==> src/usp_map.svh <==
// Purpose: Address map, field positions and timing counts of the serial port
// Assumes: Included by bare name, after the package in compile order
// Notes:   Definitions only
`ifndef USP_MAP_SVH
`define USP_MAP_SVH

// Special function register addresses
`define USP_CTL_ADDR     8'h98
`define USP_BUF_ADDR     8'h99
`define USP_CTL_RESET    8'h00
`define USP_FERR_RESET   1'b0

// Control/status field positions
`define USP_BIT_SM_HIGH  7
`define USP_BIT_SM_LOW   6
`define USP_BIT_MP_EN    5
`define USP_BIT_RX_EN    4
`define USP_BIT_TX_NINTH 3
`define USP_BIT_RX_NINTH 2
`define USP_BIT_TX_DONE  1
`define USP_BIT_RX_DONE  0

// Mode 0: six clocks per bit, shift clock low for phases 0..2
`define USP_M0_LAST      4'd5
`define USP_M0_HIGH      4'd3
`define USP_M0_SAMPLE    4'd3
`define USP_M0_BITS      4'd8

// Async modes: sixteen sample ticks per bit
`define USP_OS_LAST      4'd15
`define USP_OS_MID       4'd7
`define USP_M1_BITS      4'd10
`define USP_M23_BITS     4'd11
`define USP_M1_DATA      4'd8
`define USP_M23_DATA     4'd9

// Mode 2 sample tick divider: 1 gives clock/16, 2 gives clock/32
`define USP_DIV_FAST     2'd1
`define USP_DIV_SLOW     2'd2

`endif

==> src/usp_pkg.sv <==
// Purpose: Types shared by the serial port files
// Assumes: Nothing
// Notes:   Numeric constants live in usp_map.svh
package usp_pkg;

  typedef enum logic [1:0] {
    USP_MODE_SHIFT,
    USP_MODE_UART8,
    USP_MODE_UART9_FIXED,
    USP_MODE_UART9_VAR
  } usp_mode_t;

  typedef enum logic {
    USP_TX_IDLE,
    USP_TX_SHIFT
  } usp_tx_state_t;

  typedef enum logic [1:0] {
    USP_RX_IDLE,
    USP_RX_START,
    USP_RX_DATA
  } usp_rx_state_t;

  typedef struct packed {
    logic mode_select_high;
    logic mode_select_low;
    logic multiproc_filter_enable;
    logic rx_enable;
    logic tx_ninth_bit;
    logic rx_ninth_bit;
    logic tx_done_flag;
    logic rx_done_flag;
  } usp_ctl_t;

  typedef struct packed {
    logic [7:0] addr;
    logic       wr;
    logic       rd;
    logic [7:0] wdata;
    logic       bit_wr;
    logic [2:0] bit_sel;
    logic       bit_val;
  } usp_sfr_req_t;

endpackage : usp_pkg

==> src/usp_tick_div.sv <==
// Purpose: Divides the clock into a one-cycle tick every div_in enabled cycles
// Assumes: div_in is at least 1
// Notes:   Tick is registered, so it lags the count by one cycle
`timescale 1ns/1ps
module usp_tick_div #(
  parameter int CW = 2
) (
  input  wire logic          ref_clk_in,
  input  wire logic          sys_rst_in,
  input  wire logic          ce_in,
  input  wire logic          en_in,
  input  wire logic [CW-1:0] div_in,
  output logic               tick_out
);
  logic [CW-1:0] cnt_r;
  logic [CW-1:0] cnt_nxt;
  logic          tick_r;
  logic          tick_nxt;

  always_comb begin
    cnt_nxt  = cnt_r;
    tick_nxt = 1'b0;
    if (!en_in) begin
      cnt_nxt = '0;
    end else if (cnt_r >= div_in - 1'b1) begin
      cnt_nxt  = '0;
      tick_nxt = 1'b1;
    end else begin
      cnt_nxt = cnt_r + 1'b1;
    end
  end

  always_ff @(posedge ref_clk_in) begin
    if (sys_rst_in) begin
      cnt_r  <= '0;
      tick_r <= 1'b0;
    end else if (ce_in) begin
      cnt_r  <= cnt_nxt;
      tick_r <= tick_nxt;
    end
  end

  assign tick_out = tick_r;
endmodule : usp_tick_div

==> src/usp_serial_port.sv <==
// Purpose: Full-duplex serial port, shift-register mode and three async modes
// Assumes: CPU special function register strobes synchronous to ref_clk_in
// Notes:   Pin outputs are registered and lag internal state by one cycle
// Function
// - Modes 1 and 3 time bits from timer 1 overflow; modes 0, 2 fixed.
// - Transmit and receive run independently and at the same time in modes 1 to 3.
// - Receiver runs ahead of reads; a new byte overwrites an unread one.
// - Buffer write loads transmitter; buffer read returns separate receive register.
// - Mode 0: data on receive line, clock on transmit line, 8 bits, clock/6.
// - Mode 1: start low, 8 data LSB first, stop high; 10 bits.
// - Mode 1 reception stores the stop bit as the receive ninth bit.
// - Modes 2, 3: start, 8 data, ninth from transmit ninth bit, stop.
// - Modes 2, 3 store received ninth bit; stop bit not stored.
// - Mode 2 rate is clock/16 or clock/32 by fixed-rate select.
// - Mode 3 equals mode 2 except its rate follows timer 1.
// - Any write to the buffer address starts a transmission.
// - Mode 0 reception starts when receive done is 0 and enable is 1.
// - Async reception starts on a start bit while receive enable is 1.
// - Control bit 7 shows high mode bit or framing error per select.
// - Framing error set when a received frame has no valid stop bit.
// - Framing error stays set until software clears it.
// - Control/status register at 98h, reset 00h, bit addressable.
// - Filter on: modes 2, 3 need ninth 1; mode 1 needs valid stop.
`timescale 1ns/1ps
`include "usp_map.svh"
module usp_serial_port (
  input  wire logic                  ref_clk_in,
  input  wire logic                  sys_rst_in,
  input  wire logic                  ce_in,
  input  wire usp_pkg::usp_sfr_req_t sfr_req_in,
  output logic [7:0]                 sfr_rdata_out,
  input  wire logic                  bit7_view_select_in,
  input  wire logic                  fixed_rate_select_in,
  input  wire logic                  t1_overflow_in,
  input  wire logic                  rxd_in,
  output logic                       rxd_out,
  output logic                       rxd_oe_n_out,
  output logic                       txd_out,
  output logic                       tx_done_flag_out,
  output logic                       rx_done_flag_out,
  output logic                       frame_error_flag_out
);
  import usp_pkg::*;

  usp_ctl_t      ctl_r;
  usp_ctl_t      ctl_nxt;
  logic          ferr_r;
  logic          ferr_nxt;
  logic [7:0]    rdata_r;
  logic [7:0]    rdata_nxt;
  usp_mode_t     mode;
  logic          is_m0;
  logic          div_tick;
  logic          os_tick;
  logic          step;
  logic          wr_ctl;
  logic          bit_ctl;
  logic          wr_buf;
  logic [7:0]    ctl_view;
  logic [7:0]    wmask;
  logic [7:0]    wval;
  logic [7:0]    merged;
  // Transmit group
  usp_tx_state_t tx_state_r;
  usp_tx_state_t tx_state_nxt;
  logic [10:0]   tx_shift_r;
  logic [10:0]   tx_shift_nxt;
  logic [3:0]    tx_left_r;
  logic [3:0]    tx_left_nxt;
  logic [3:0]    tx_ph_r;
  logic [3:0]    tx_ph_nxt;
  logic [3:0]    tx_last;
  logic          tx_done_evt;
  // Receive group
  usp_rx_state_t rx_state_r;
  usp_rx_state_t rx_state_nxt;
  logic [3:0]    rx_ph_r;
  logic [3:0]    rx_ph_nxt;
  logic [3:0]    rx_cnt_r;
  logic [3:0]    rx_cnt_nxt;
  logic [8:0]    rx_sh_r;
  logic [8:0]    rx_sh_nxt;
  logic [7:0]    rx_buf_r;
  logic [7:0]    rx_buf_nxt;
  logic          rxd_prev_r;
  logic          rx_load_evt;
  logic          rx_ninth;
  logic          ferr_evt;
  logic [3:0]    rx_ndata;
  // Pin group
  logic          txd_r;
  logic          txd_nxt;
  logic          rxd_o_r;
  logic          rxd_o_nxt;
  logic          rxd_oe_n_r;
  logic          rxd_oe_n_nxt;

  assign mode  = usp_mode_t'({ctl_r.mode_select_high, ctl_r.mode_select_low});
  assign is_m0 = (mode == USP_MODE_SHIFT);

  usp_tick_div #(
    .CW(2)
  ) u_mode2_div (
    .ref_clk_in (ref_clk_in),
    .sys_rst_in (sys_rst_in),
    .ce_in      (ce_in),
    .en_in      (mode == USP_MODE_UART9_FIXED),
    .div_in     (fixed_rate_select_in ? `USP_DIV_FAST : `USP_DIV_SLOW),
    .tick_out   (div_tick)
  );

  // Sample tick: 16 per bit in async modes; mode 0 steps on every clock
  always_comb begin
    unique case (mode)
      USP_MODE_UART9_FIXED: os_tick = div_tick;
      USP_MODE_UART8:       os_tick = t1_overflow_in;
      USP_MODE_UART9_VAR:   os_tick = t1_overflow_in;
      USP_MODE_SHIFT:       os_tick = 1'b0;
    endcase
  end
  assign step = is_m0 ? 1'b1 : os_tick;

  // Bus decode
  assign wr_ctl   = sfr_req_in.wr && (sfr_req_in.addr == `USP_CTL_ADDR);
  assign bit_ctl  = sfr_req_in.bit_wr && (sfr_req_in.addr == `USP_CTL_ADDR);
  assign wr_buf   = sfr_req_in.wr && (sfr_req_in.addr == `USP_BUF_ADDR);
  assign ctl_view = {bit7_view_select_in ? ferr_r : ctl_r.mode_select_high,
                     ctl_r[6:0]};

  // Control/status register
  always_comb begin
    wmask = 8'h00;
    wval  = 8'h00;
    if (wr_ctl) begin
      wmask = 8'hff;
      wval  = sfr_req_in.wdata;
    end else if (bit_ctl) begin
      wmask = 8'h01 << sfr_req_in.bit_sel;
      wval  = {8{sfr_req_in.bit_val}};
    end
    merged   = (ctl_view & ~wmask) | (wval & wmask);
    ctl_nxt  = usp_ctl_t'({ctl_r.mode_select_high, merged[6:0]});
    ferr_nxt = ferr_r;
    if (bit7_view_select_in) begin
      ferr_nxt = merged[`USP_BIT_SM_HIGH];
    end else begin
      ctl_nxt.mode_select_high = merged[`USP_BIT_SM_HIGH];
    end
    // Hardware sets win over a same-cycle software clear
    if (tx_done_evt) begin
      ctl_nxt.tx_done_flag = 1'b1;
    end
    if (rx_load_evt) begin
      ctl_nxt.rx_done_flag = 1'b1;
      ctl_nxt.rx_ninth_bit = rx_ninth;
    end
    if (ferr_evt) begin
      ferr_nxt = 1'b1;
    end
    rdata_nxt = 8'h00;
    if (sfr_req_in.rd && (sfr_req_in.addr == `USP_CTL_ADDR)) begin
      rdata_nxt = ctl_view;
    end else if (sfr_req_in.rd && (sfr_req_in.addr == `USP_BUF_ADDR)) begin
      rdata_nxt = rx_buf_r;
    end
  end

  always_ff @(posedge ref_clk_in) begin
    if (sys_rst_in) begin
      ctl_r   <= usp_ctl_t'(`USP_CTL_RESET);
      ferr_r  <= `USP_FERR_RESET;
      rdata_r <= 8'h00;
    end else if (ce_in) begin
      ctl_r   <= ctl_nxt;
      ferr_r  <= ferr_nxt;
      rdata_r <= rdata_nxt;
    end
  end

  // Transmitter, fully separate from the receiver
  assign tx_last = is_m0 ? `USP_M0_LAST : `USP_OS_LAST;

  always_comb begin
    tx_state_nxt = tx_state_r;
    tx_shift_nxt = tx_shift_r;
    tx_left_nxt  = tx_left_r;
    tx_ph_nxt    = tx_ph_r;
    tx_done_evt  = 1'b0;
    if (wr_buf) begin
      // A write mid-frame restarts; the old frame is abandoned
      tx_state_nxt = USP_TX_SHIFT;
      tx_ph_nxt    = 4'd0;
      unique case (mode)
        USP_MODE_SHIFT: begin
          tx_shift_nxt = {3'b111, sfr_req_in.wdata};
          tx_left_nxt  = `USP_M0_BITS;
        end
        USP_MODE_UART8: begin
          tx_shift_nxt = {2'b11, sfr_req_in.wdata, 1'b0};
          tx_left_nxt  = `USP_M1_BITS;
        end
        USP_MODE_UART9_FIXED, USP_MODE_UART9_VAR: begin
          tx_shift_nxt = {1'b1, ctl_r.tx_ninth_bit, sfr_req_in.wdata, 1'b0};
          tx_left_nxt  = `USP_M23_BITS;
        end
      endcase
    end else if ((tx_state_r == USP_TX_SHIFT) && step) begin
      if (tx_ph_r == tx_last) begin
        tx_ph_nxt    = 4'd0;
        tx_shift_nxt = {1'b1, tx_shift_r[10:1]};
        tx_left_nxt  = tx_left_r - 4'd1;
        if (tx_left_r == 4'd1) begin
          tx_state_nxt = USP_TX_IDLE;
          tx_done_evt  = 1'b1;
        end
      end else begin
        tx_ph_nxt = tx_ph_r + 4'd1;
      end
    end
  end

  always_ff @(posedge ref_clk_in) begin
    if (sys_rst_in) begin
      tx_state_r <= USP_TX_IDLE;
      tx_shift_r <= 11'h7ff;
      tx_left_r  <= 4'd0;
      tx_ph_r    <= 4'd0;
    end else if (ce_in) begin
      tx_state_r <= tx_state_nxt;
      tx_shift_r <= tx_shift_nxt;
      tx_left_r  <= tx_left_nxt;
      tx_ph_r    <= tx_ph_nxt;
    end
  end

  // Receiver
  assign rx_ndata = (mode == USP_MODE_UART8) ? `USP_M1_DATA : `USP_M23_DATA;

  always_comb begin
    rx_state_nxt = rx_state_r;
    rx_ph_nxt    = rx_ph_r;
    rx_cnt_nxt   = rx_cnt_r;
    rx_sh_nxt    = rx_sh_r;
    rx_buf_nxt   = rx_buf_r;
    rx_load_evt  = 1'b0;
    rx_ninth     = ctl_r.rx_ninth_bit;
    ferr_evt     = 1'b0;
    unique case (rx_state_r)
      USP_RX_IDLE: begin
        rx_ph_nxt  = 4'd0;
        rx_cnt_nxt = 4'd0;
        if (is_m0) begin
          // Mode 0 shares both pins with the transmitter, so it waits for it
          if (!ctl_r.rx_done_flag && ctl_r.rx_enable &&
              (tx_state_r == USP_TX_IDLE) && !wr_buf) begin
            rx_state_nxt = USP_RX_DATA;
          end
        end else if (ctl_r.rx_enable && rxd_prev_r && !rxd_in) begin
          rx_state_nxt = USP_RX_START;
        end
      end
      USP_RX_START: begin
        if (step) begin
          if (rx_ph_r == `USP_OS_MID) begin
            rx_ph_nxt    = 4'd0;
            // A glitch gone by mid-bit is not a start bit
            rx_state_nxt = rxd_in ? USP_RX_IDLE : USP_RX_DATA;
          end else begin
            rx_ph_nxt = rx_ph_r + 4'd1;
          end
        end
      end
      USP_RX_DATA: begin
        if (is_m0) begin
          rx_ph_nxt = (rx_ph_r == `USP_M0_LAST) ? 4'd0 : rx_ph_r + 4'd1;
          if (rx_ph_r == `USP_M0_SAMPLE) begin
            rx_sh_nxt  = {rxd_in, rx_sh_r[8:1]};
            rx_cnt_nxt = rx_cnt_r + 4'd1;
          end
          if ((rx_ph_r == `USP_M0_LAST) && (rx_cnt_r == `USP_M0_BITS)) begin
            rx_buf_nxt   = rx_sh_r[8:1];
            rx_load_evt  = 1'b1;
            rx_state_nxt = USP_RX_IDLE;
          end
        end else if (step) begin
          if (rx_ph_r == `USP_OS_LAST) begin
            rx_ph_nxt = 4'd0;
            if (rx_cnt_r < rx_ndata) begin
              rx_sh_nxt  = {rxd_in, rx_sh_r[8:1]};
              rx_cnt_nxt = rx_cnt_r + 4'd1;
            end else begin
              // Stop bit sampled mid-bit; the next start edge can follow
              rx_state_nxt = USP_RX_IDLE;
              ferr_evt     = !rxd_in;
              if (mode == USP_MODE_UART8) begin
                if (!ctl_r.multiproc_filter_enable || rxd_in) begin
                  rx_buf_nxt  = rx_sh_r[8:1];
                  rx_ninth    = rxd_in;
                  rx_load_evt = 1'b1;
                end
              end else if (!ctl_r.multiproc_filter_enable || rx_sh_r[8]) begin
                rx_buf_nxt  = rx_sh_r[7:0];
                rx_ninth    = rx_sh_r[8];
                rx_load_evt = 1'b1;
              end
            end
          end else begin
            rx_ph_nxt = rx_ph_r + 4'd1;
          end
        end
      end
      default: rx_state_nxt = USP_RX_IDLE;
    endcase
  end

  always_ff @(posedge ref_clk_in) begin
    if (sys_rst_in) begin
      rx_state_r <= USP_RX_IDLE;
      rx_ph_r    <= 4'd0;
      rx_cnt_r   <= 4'd0;
      rx_sh_r    <= 9'h000;
      rx_buf_r   <= 8'h00;
      rxd_prev_r <= 1'b1;
    end else if (ce_in) begin
      rx_state_r <= rx_state_nxt;
      rx_ph_r    <= rx_ph_nxt;
      rx_cnt_r   <= rx_cnt_nxt;
      rx_sh_r    <= rx_sh_nxt;
      rx_buf_r   <= rx_buf_nxt;
      rxd_prev_r <= rxd_in;
    end
  end

  // Pins
  always_comb begin
    txd_nxt      = 1'b1;
    rxd_o_nxt    = tx_shift_r[0];
    rxd_oe_n_nxt = 1'b1;
    if (is_m0) begin
      if (tx_state_r == USP_TX_SHIFT) begin
        txd_nxt      = (tx_ph_r >= `USP_M0_HIGH);
        rxd_oe_n_nxt = 1'b0;
      end else if (rx_state_r == USP_RX_DATA) begin
        txd_nxt = (rx_ph_r >= `USP_M0_HIGH);
      end
    end else if (tx_state_r == USP_TX_SHIFT) begin
      txd_nxt = tx_shift_r[0];
    end
  end

  always_ff @(posedge ref_clk_in) begin
    if (sys_rst_in) begin
      txd_r      <= 1'b1;
      rxd_o_r    <= 1'b1;
      rxd_oe_n_r <= 1'b1;
    end else if (ce_in) begin
      txd_r      <= txd_nxt;
      rxd_o_r    <= rxd_o_nxt;
      rxd_oe_n_r <= rxd_oe_n_nxt;
    end
  end

  assign sfr_rdata_out        = rdata_r;
  assign txd_out              = txd_r;
  assign rxd_out              = rxd_o_r;
  assign rxd_oe_n_out         = rxd_oe_n_r;
  assign tx_done_flag_out     = ctl_r.tx_done_flag;
  assign rx_done_flag_out     = ctl_r.rx_done_flag;
  assign frame_error_flag_out = ferr_r;
endmodule : usp_serial_port

==> config.mk <==
export PLATFORM = sky130hd
export DESIGN_NAME = usp_serial_port
export DESIGN_NICKNAME = d
export VERILOG_FILES = /design/src/usp_pkg.sv /design/src/usp_tick_div.sv /design/src/usp_serial_port.sv
export VERILOG_INCLUDE_DIRS = /design/src
export SDC_FILE = /design/constraint.sdc
export NUM_CORES = 1
export LEC_CHECK = 0
export BUFFER_PORTS_ARGS = -buffer_cell sky130_fd_sc_hd__buf_2
export CORE_MARGIN = 4
export CORE_UTILIZATION = 40
export CTS_CLUSTER_DIAMETER = 200
export DETAILED_ROUTE_END_ITERATION = 8
export GPL_TIMING_DRIVEN = 0
export SYNTH_ARGS = -nofsm -noshare
export SYNTH_HDL_FRONTEND = slang
export SYNTH_SLANG_ARGS = --single-unit
==> constraint.sdc <==
create_clock -name ref_clk_in -period 5.2 [get_ports ref_clk_in]
set_input_delay 0.52 -clock ref_clk_in [delete_from_list [all_inputs] [get_ports ref_clk_in]]
set_output_delay 0.52 -clock ref_clk_in [all_outputs]
set_load 0.03 [all_outputs]
==> metrics.csv, run 1 <==
metric,value,unit
Layout Cells excl Fill,695,
gr ovfl total,0,
root buffer cell,clkbuf_8,
Initial Util,40.9,%
Placed Instances,679,
CP Data Required Time,5.44,ns
actual slew at the worst max-slew pin,0.981,ns
"antenna viol nets, final",0,
total CTS buffers,9,
Detailed Place HPWL,9030,um
worst skew pair latency,0.36,ns
R2R Setup Slk,2.73,ns
# rows,37,
H-tree depth,3,
Pre-antenna DRT Iters,5,
status,"finished, final reports clean",
sw frac,26.1,%
max cap viols,0,
count of final hold-check violations,0,
HP Class,in2reg,
crit path time final,2.47,ns
Clk pwr share,45.4,%
TritonCTS clock tree,done,
"flops & latches, synth",70,
Final nets,595,
io pins,44,
Clock Path Buffers,2,
Slew HR,34.0,%
number of setup buffers added after CTS,0,
Crit Path Max Fanout,10,
number of global-route vias before repair,3817,
Static Leakage,0.00186,uW
"Top FF cell, synth",dfxtp_1,
# DRC,0,
Max Slew Vio Count,0,
WP data arrival,2.71,ns
DIE AREA,12200,um2
first-pass GRT wire length,19700,um
Area Overhead vs Synth,14.5,%
Sum Neg Setup Slack,0,ns
CP Launch Type,flop,
unique cell type count in the Yosys netlist,76,
P_sw,297,uW
syn nets,543,
Worst Hold Slack,0.443,ns
drt via density,5.84,
"Seq/Total Area, Yosys",33.5,%
Core ar.,10200,um2
Fillers,1009,
cts hold-fix bufs,0,
final setup fails,0,
Post-Route WL,12200,um
highest clock rate,405,MHz
Die H,110,um
combinational power share,7.3,%
Internal,841,uW
Mean Syn Cell Area,8.33,um2
gp weighted congestion,0.898,
PwrDens,238,nW/um2
number of enable flip-flop cells after synthesis,0,
"commonest cells after routing, fill and taps aside","nand2_1, dfxtp_1, buf_2",
die outline width,110,um
Reg power frac,47.3,%
Crit Path Category,reg2reg,
asr flop ratio synth,0,%
ant diodes,0,
PortBufs,41,
"most common cell after layout, fill and taps aside",nand2_1,
period utilization,47.5,%
Syn Inst Count,502,
clock skew,0.0104,ns
initial antenna violation count,0,
Critical Path Sink Type,flop,
multi-input combinational cell area,2530,um2
Clock Pin Slew Worst Setup and Hold Paths,0.08,ns
Total GRT Usage,20.9,%
cts repair resizes,0,
share of post-route cells with drive strength above 1,18.4,%
Max VDD drop,0.0000969,V
CTS sink cnt,70,
vias,4062,
synthesis warning total,0,
largest net degree at the start of global routing,15,
Starting DRT DRC Count,332,
unrepaired setup endpoints after global routing,false,
DR WL/cell,17.6,um
FF/Latch Area,1400,um2
synthesized area,4180,um2
## power by group through the flow
stage	Clock [uW]	Sequential, uW	Combinational, uW
6_report	517	539	82.9
3_5_place_dp	0	551	81.6
5_1_grt	549	539	90.0
4_1_cts	525	539	82.1
3_3_place_gp	0	551	80.9
2_1_floorplan	0	553	44.2
## worst paths after layout
path / end / from / cells past startpoint
setup / recovery: rx_sh_r[2] / rx_state_r[0] / 6
hold / removal: sfr_rdata_out[7] / sfr_req_in[13] / 3
setup reg to reg: rx_sh_r[2] / rx_state_r[0] / 6
hold reg to reg: rx_sh_r[0] / rx_sh_r[0] / 2
## per-layer routing
layer / up-vias / track usage [%] / wire length (um)
met5: - / 0 / 0
met4: 0 / 7.83 / 214
met3: 21 / 4.19 / 991
met2: 152 / 32.0 / 5560
met1: 1919 / 29.0 / 5470
li1: 1970 / - / -
## layout make-up
class	count	area share [%]
buffer	31	3.22
inverter	26	2.04
tap	136	3.56
sequential	70	29.3
clock inverter	7	2.20
clock buffer	9	2.59
timing repair buffer	41	4.29
multi-input combinational	375	52.8
## flip-flops by register name, indices dropped and copies added, names as in the netlist, named ones only
register              cells
rx_sh_r                   9
tx_state_r                1
u_mode2_div.cnt_r         2
rxd_oe_n_out              1
tx_ph_r                   4
frame_error_flag_out      1
tx_left_r                 4
rx_cnt_r                  4
rxd_out                   1
rx_ph_r                   4
tx_shift_r               10
ctl_r                     1
rx_done_flag_out          1
tx_done_flag_out          1
u_mode2_div.tick_out      1
rx_state_r                2
sfr_rdata_out             8
txd_out                   1
rx_buf_r                  8
rxd_prev_r                1
## synth_stat cells (3+ instances only)
| library cell | count | area (um2) |
|---|---|---|
| a211oi_1 | 4 | 30.0 |
| a21oi_1 | 31 | 155 |
| a2bb2oi_1 | 7 | 61.3 |
| a31o_2 | 5 | 43.8 |
| a31oi_1 | 14 | 87.6 |
| and2_1 | 3 | 18.8 |
| and3_1 | 6 | 37.5 |
| buf_1 | 4 | 15.0 |
| buf_2 | 7 | 35.0 |
| clkbuf_1 | 16 | 60.1 |
| dfxtp_1 | 70 | 1400 |
| ha_1 | 11 | 138 |
| inv_1 | 26 | 97.6 |
| mux2_2 | 9 | 101 |
| mux2i_1 | 30 | 300 |
| nand2_1 | 71 | 267 |
| nand3_1 | 8 | 40.0 |
| nand3b_1 | 5 | 37.5 |
| nand4_1 | 8 | 50.1 |
| nand4b_1 | 3 | 26.3 |
| nor2_1 | 30 | 113 |
| nor3_1 | 15 | 75.1 |
| nor3b_1 | 3 | 22.5 |
| o2111ai_1 | 7 | 61.3 |
| o211ai_1 | 16 | 120 |
| o21ai_0 | 18 | 90.1 |
| o21ai_1 | 6 | 30.0 |
| or3_1 | 3 | 18.8 |
| or3b_1 | 3 | 26.3 |
| or4_1 | 3 | 22.5 |
## critical path, stage by stage, from the launching register on
cell,delay (ns)
dfxtp_1,0.33
inv_1,0.08
ha_1,0.33
inv_1,0.15
nor4_2,0.88
nand3_2,0.38
mux2i_1,0.20
## metrics by stage
stage / worst slack [ns] / total power [uW] / utilization (%) / instance area, um2
global placement: 2.63 / 632 / 44.5 / 4560
floorplan: 3.08 / 597 / - / 4180
CTS: 2.79 / 1150 / 46.8 / 4790
detailed placement: 2.60 / 633 / 44.5 / 4560
global route: 2.53 / 1180 / 46.8 / 4790
finish: 2.73 / 1140 / 46.8 / 4790
## kinds of logic (layout without fill, tap and decap cells)
logic type / after synthesis / after routing / share of synthesized area [%]
compound gates: 137 / 137 / 22.7
simple gates: 186 / 186 / 24.4
buf+inv: 57 / 114 / 6.01
fa+ha+maj: 11 / 11 / 3.29
xor+xnor: 2 / 2 / 0.419
flops: 70 / 70 / 33.5
mux: 39 / 39 / 9.61
No activity file was read; power rests on OpenSTA's default activity.
==> inputs of run 2 (changes only) <==
==> constraint.sdc (replaced) <==
create_clock -name ref_clk_in -period 2.5 [get_ports ref_clk_in]
set_input_delay 0.25 -clock ref_clk_in [delete_from_list [all_inputs] [get_ports ref_clk_in]]
set_output_delay 0.25 -clock ref_clk_in [all_outputs]
set_load 0.03 [all_outputs]
==> run 2 against run 1 <==
  * Final cell count is the same
  * Combinational power grew 110%
  * Power grew 110%
  * Routed wire length grew 0.38%
  * First-iteration DRC count grew 17%
  * Non-clock buffer count is the same
  * Sequential power grew 110%
  * Global-route usage is the same
  * Utilization grew 0.086 points
  * Via count grew 0.17%
  * Setup slack lost 2.5 ns
  * Final area grew 0.18%
==> metrics.csv, run 2 (synthesis results as in run 1) <==
metric,value,unit,change
status,"finished, final reports clean",,unchanged
die outline width,110,um,unchanged
Critical Path Sink Type,flop,,unchanged
post-place instance area,4560,um2,unchanged
DIE AREA,12200,um2,unchanged
WP data arrival,2.51,ns,was 2.71 ns
H-tree depth,3,,unchanged
clock skew,0.00863,ns,was 0.0104 ns
cts hold-fix bufs,0,,unchanged
# rows,37,,unchanged
CP Data Required Time,2.74,ns,was 5.44 ns
largest net degree at the start of global routing,15,,unchanged
DR WL/cell,17.7,um,was 17.6 um
io pins,44,,unchanged
ant diodes,0,,unchanged
Crit Path Max Fanout,9,,was 10
Starting DRT DRC Count,388,,was 332
Layout Cells excl Fill,695,,unchanged
max cap viols,0,,unchanged
share of post-route cells with drive strength above 1,18.4,%,unchanged
GR Util met2,32.0,%,unchanged
drt via density,5.85,,was 5.84
Total GRT Usage,20.9,%,unchanged
PortBufs,41,,unchanged
vias,4069,,was 4062
period utilization,90.8,%,was 47.5%
gr ovfl total,0,,unchanged
first-pass GRT wire length,19700,um,unchanged
Placed Instances,679,,unchanged
number of setup buffers added after CTS,0,,unchanged
Max Slew Vio Count,0,,unchanged
CP cell instances,inv_1 -> ha_1 -> inv_1 -> nor3_1 -> o2111a_1 -> o21ai_1 -> buf_2 -> mux2i_1,,was inv_1 -> ha_1 -> inv_1 -> nor4_2 -> nand3_2 -> mux2i_1
PwrDens,494,nW/um2,was 238 nW/um2
Post-Route WL,12300,um,was 12200 um
M1 GR Usage,29.0,%,unchanged
initial antenna violation count,0,,unchanged
busiest grt layer,met2,,unchanged
# DRC,0,,unchanged
finished layout cell area,4790,um2,about the same
Fillers,1006,,was 1009
Clock Pin Slew Worst Setup and Hold Paths,0.08,ns,about the same
HP Class,in2reg,,unchanged
gp weighted congestion,0.898,,unchanged
worst skew pair latency,0.36,ns,about the same
max reg flops,10,,unchanged
M3 GR Usage,4.19,%,unchanged
actual slew at the worst max-slew pin,0.797,ns,was 0.981 ns
Max VDD drop,0.000201,V,was 0.0000969 V
unrepaired setup endpoints after global routing,false,,unchanged
root buffer cell,clkbuf_8,,unchanged
Largest Register,tx_shift_r,,unchanged
count of final hold-check violations,0,,unchanged
Area Overhead vs Synth,14.7,%,was 14.5%
slowest CP cell,nor3_1,,was nor4_2
crit path time final,2.27,ns,was 2.47 ns
Crit Path Category,reg2reg,,unchanged
Initial Util,40.9,%,unchanged
Detailed Place HPWL,9030,um,unchanged
most frequent CP cell,inv_1,,unchanged
worst path bufs/invs,3,,was 2
cts repair resizes,0,,unchanged
Core ar.,10200,um2,unchanged
total CTS buffers,9,,unchanged
"most common cell after layout, fill and taps aside",nand2_1,,unchanged
CP Launch Type,flop,,unchanged
Die H,110,um,unchanged
Final nets,595,,unchanged
highest clock rate,440,MHz,was 405 MHz
Slew HR,46.5,%,was 34.0%
Clock Path Buffers,2,,unchanged
final setup fails,0,,unchanged
CP peak stage delay,0.50,ns,was 0.88 ns
"delay-heaviest family, CP",simple AND/OR/NAND/NOR gates,,unchanged
number of global-route vias before repair,3817,,unchanged
Static Leakage,0.00186,uW,about the same
registers with the most flip-flops,"tx_shift_r x10, rx_sh_r x9",,unchanged
"antenna viol nets, final",0,,unchanged
CTS sink cnt,70,,unchanged
TritonCTS clock tree,done,,unchanged
"commonest cells after routing, fill and taps aside","nand2_1, dfxtp_1, buf_2",,unchanged
Sum Neg Setup Slack,0,ns,unchanged
Pre-antenna DRT Iters,5,,unchanged
-- run 2: path summary, 6_finish.rpt --
check	cells past startpoint	slack, ns	end	startpoint
hold reg to reg	2	0.46	rx_sh_r[0]	rx_sh_r[0]
setup reg to reg	8	0.23	rx_buf_r[6]	rx_state_r[0]
hold / removal	3	0.18	sfr_rdata_out[7]	sfr_req_in[13]
setup / recovery	8	0.23	rx_buf_r[6]	rx_state_r[0]
-- run 2: worst register-to-register path: cells and delay by family, from the launching register on --
| family | cells | cell delay (ns) |
|---|---|---|
| flip-flops | 1 | 0.34 |
| multiplexers | 1 | 0.15 |
| adder cells (fa/ha/maj) | 1 | 0.32 |
| AND/OR/NAND/NOR | 1 | 0.50 |
| buffers and inverters | 3 | 0.47 |
| AO/OA/AOI/OAI | 2 | 0.38 |
-- run 2: stage by stage --
step	util, %	power [uW]	worst slack [ns]	hold WS [ns]
finish	46.9	2370	0.229	0.175
global route	46.9	2450	0.0551	0.171
CTS	46.8	2380	0.0931	0.167
detailed placement	44.5	1320	0.114	0.453
global placement	44.5	1320	0.136	0.446
floorplan	-	1240	0.572	0.378
-- run 2: final cells by class --
type                    count  area (um2)  area share, %
plain buffers              31         154           3.21
clock buffers               9         124           2.58
well taps                 136         170           3.55
flip-flops and latches     70        1400           29.2
multi-input cells         375        2540           52.9
repair buffers             41         205           4.28
clock inverters             7         105           2.19
inverters                  26        97.6           2.04
-- run 2: report_power, final --
group	switching [uW]	total, uW	internal (uW)
sequential	3.47	1120	1120
combinational	117	173	55.6
clock	496	1070	577
-- run 2: metal layers --
metal / routed length [um] / up-vias / share of wire [%]
met5: 0 / - / 0
met2: 5590 / 147 / 45
met3: 927 / 24 / 7.5
met1: 5560 / 1932 / 45
li1: - / 1966 / -
met4: 215 / 0 / 1.7
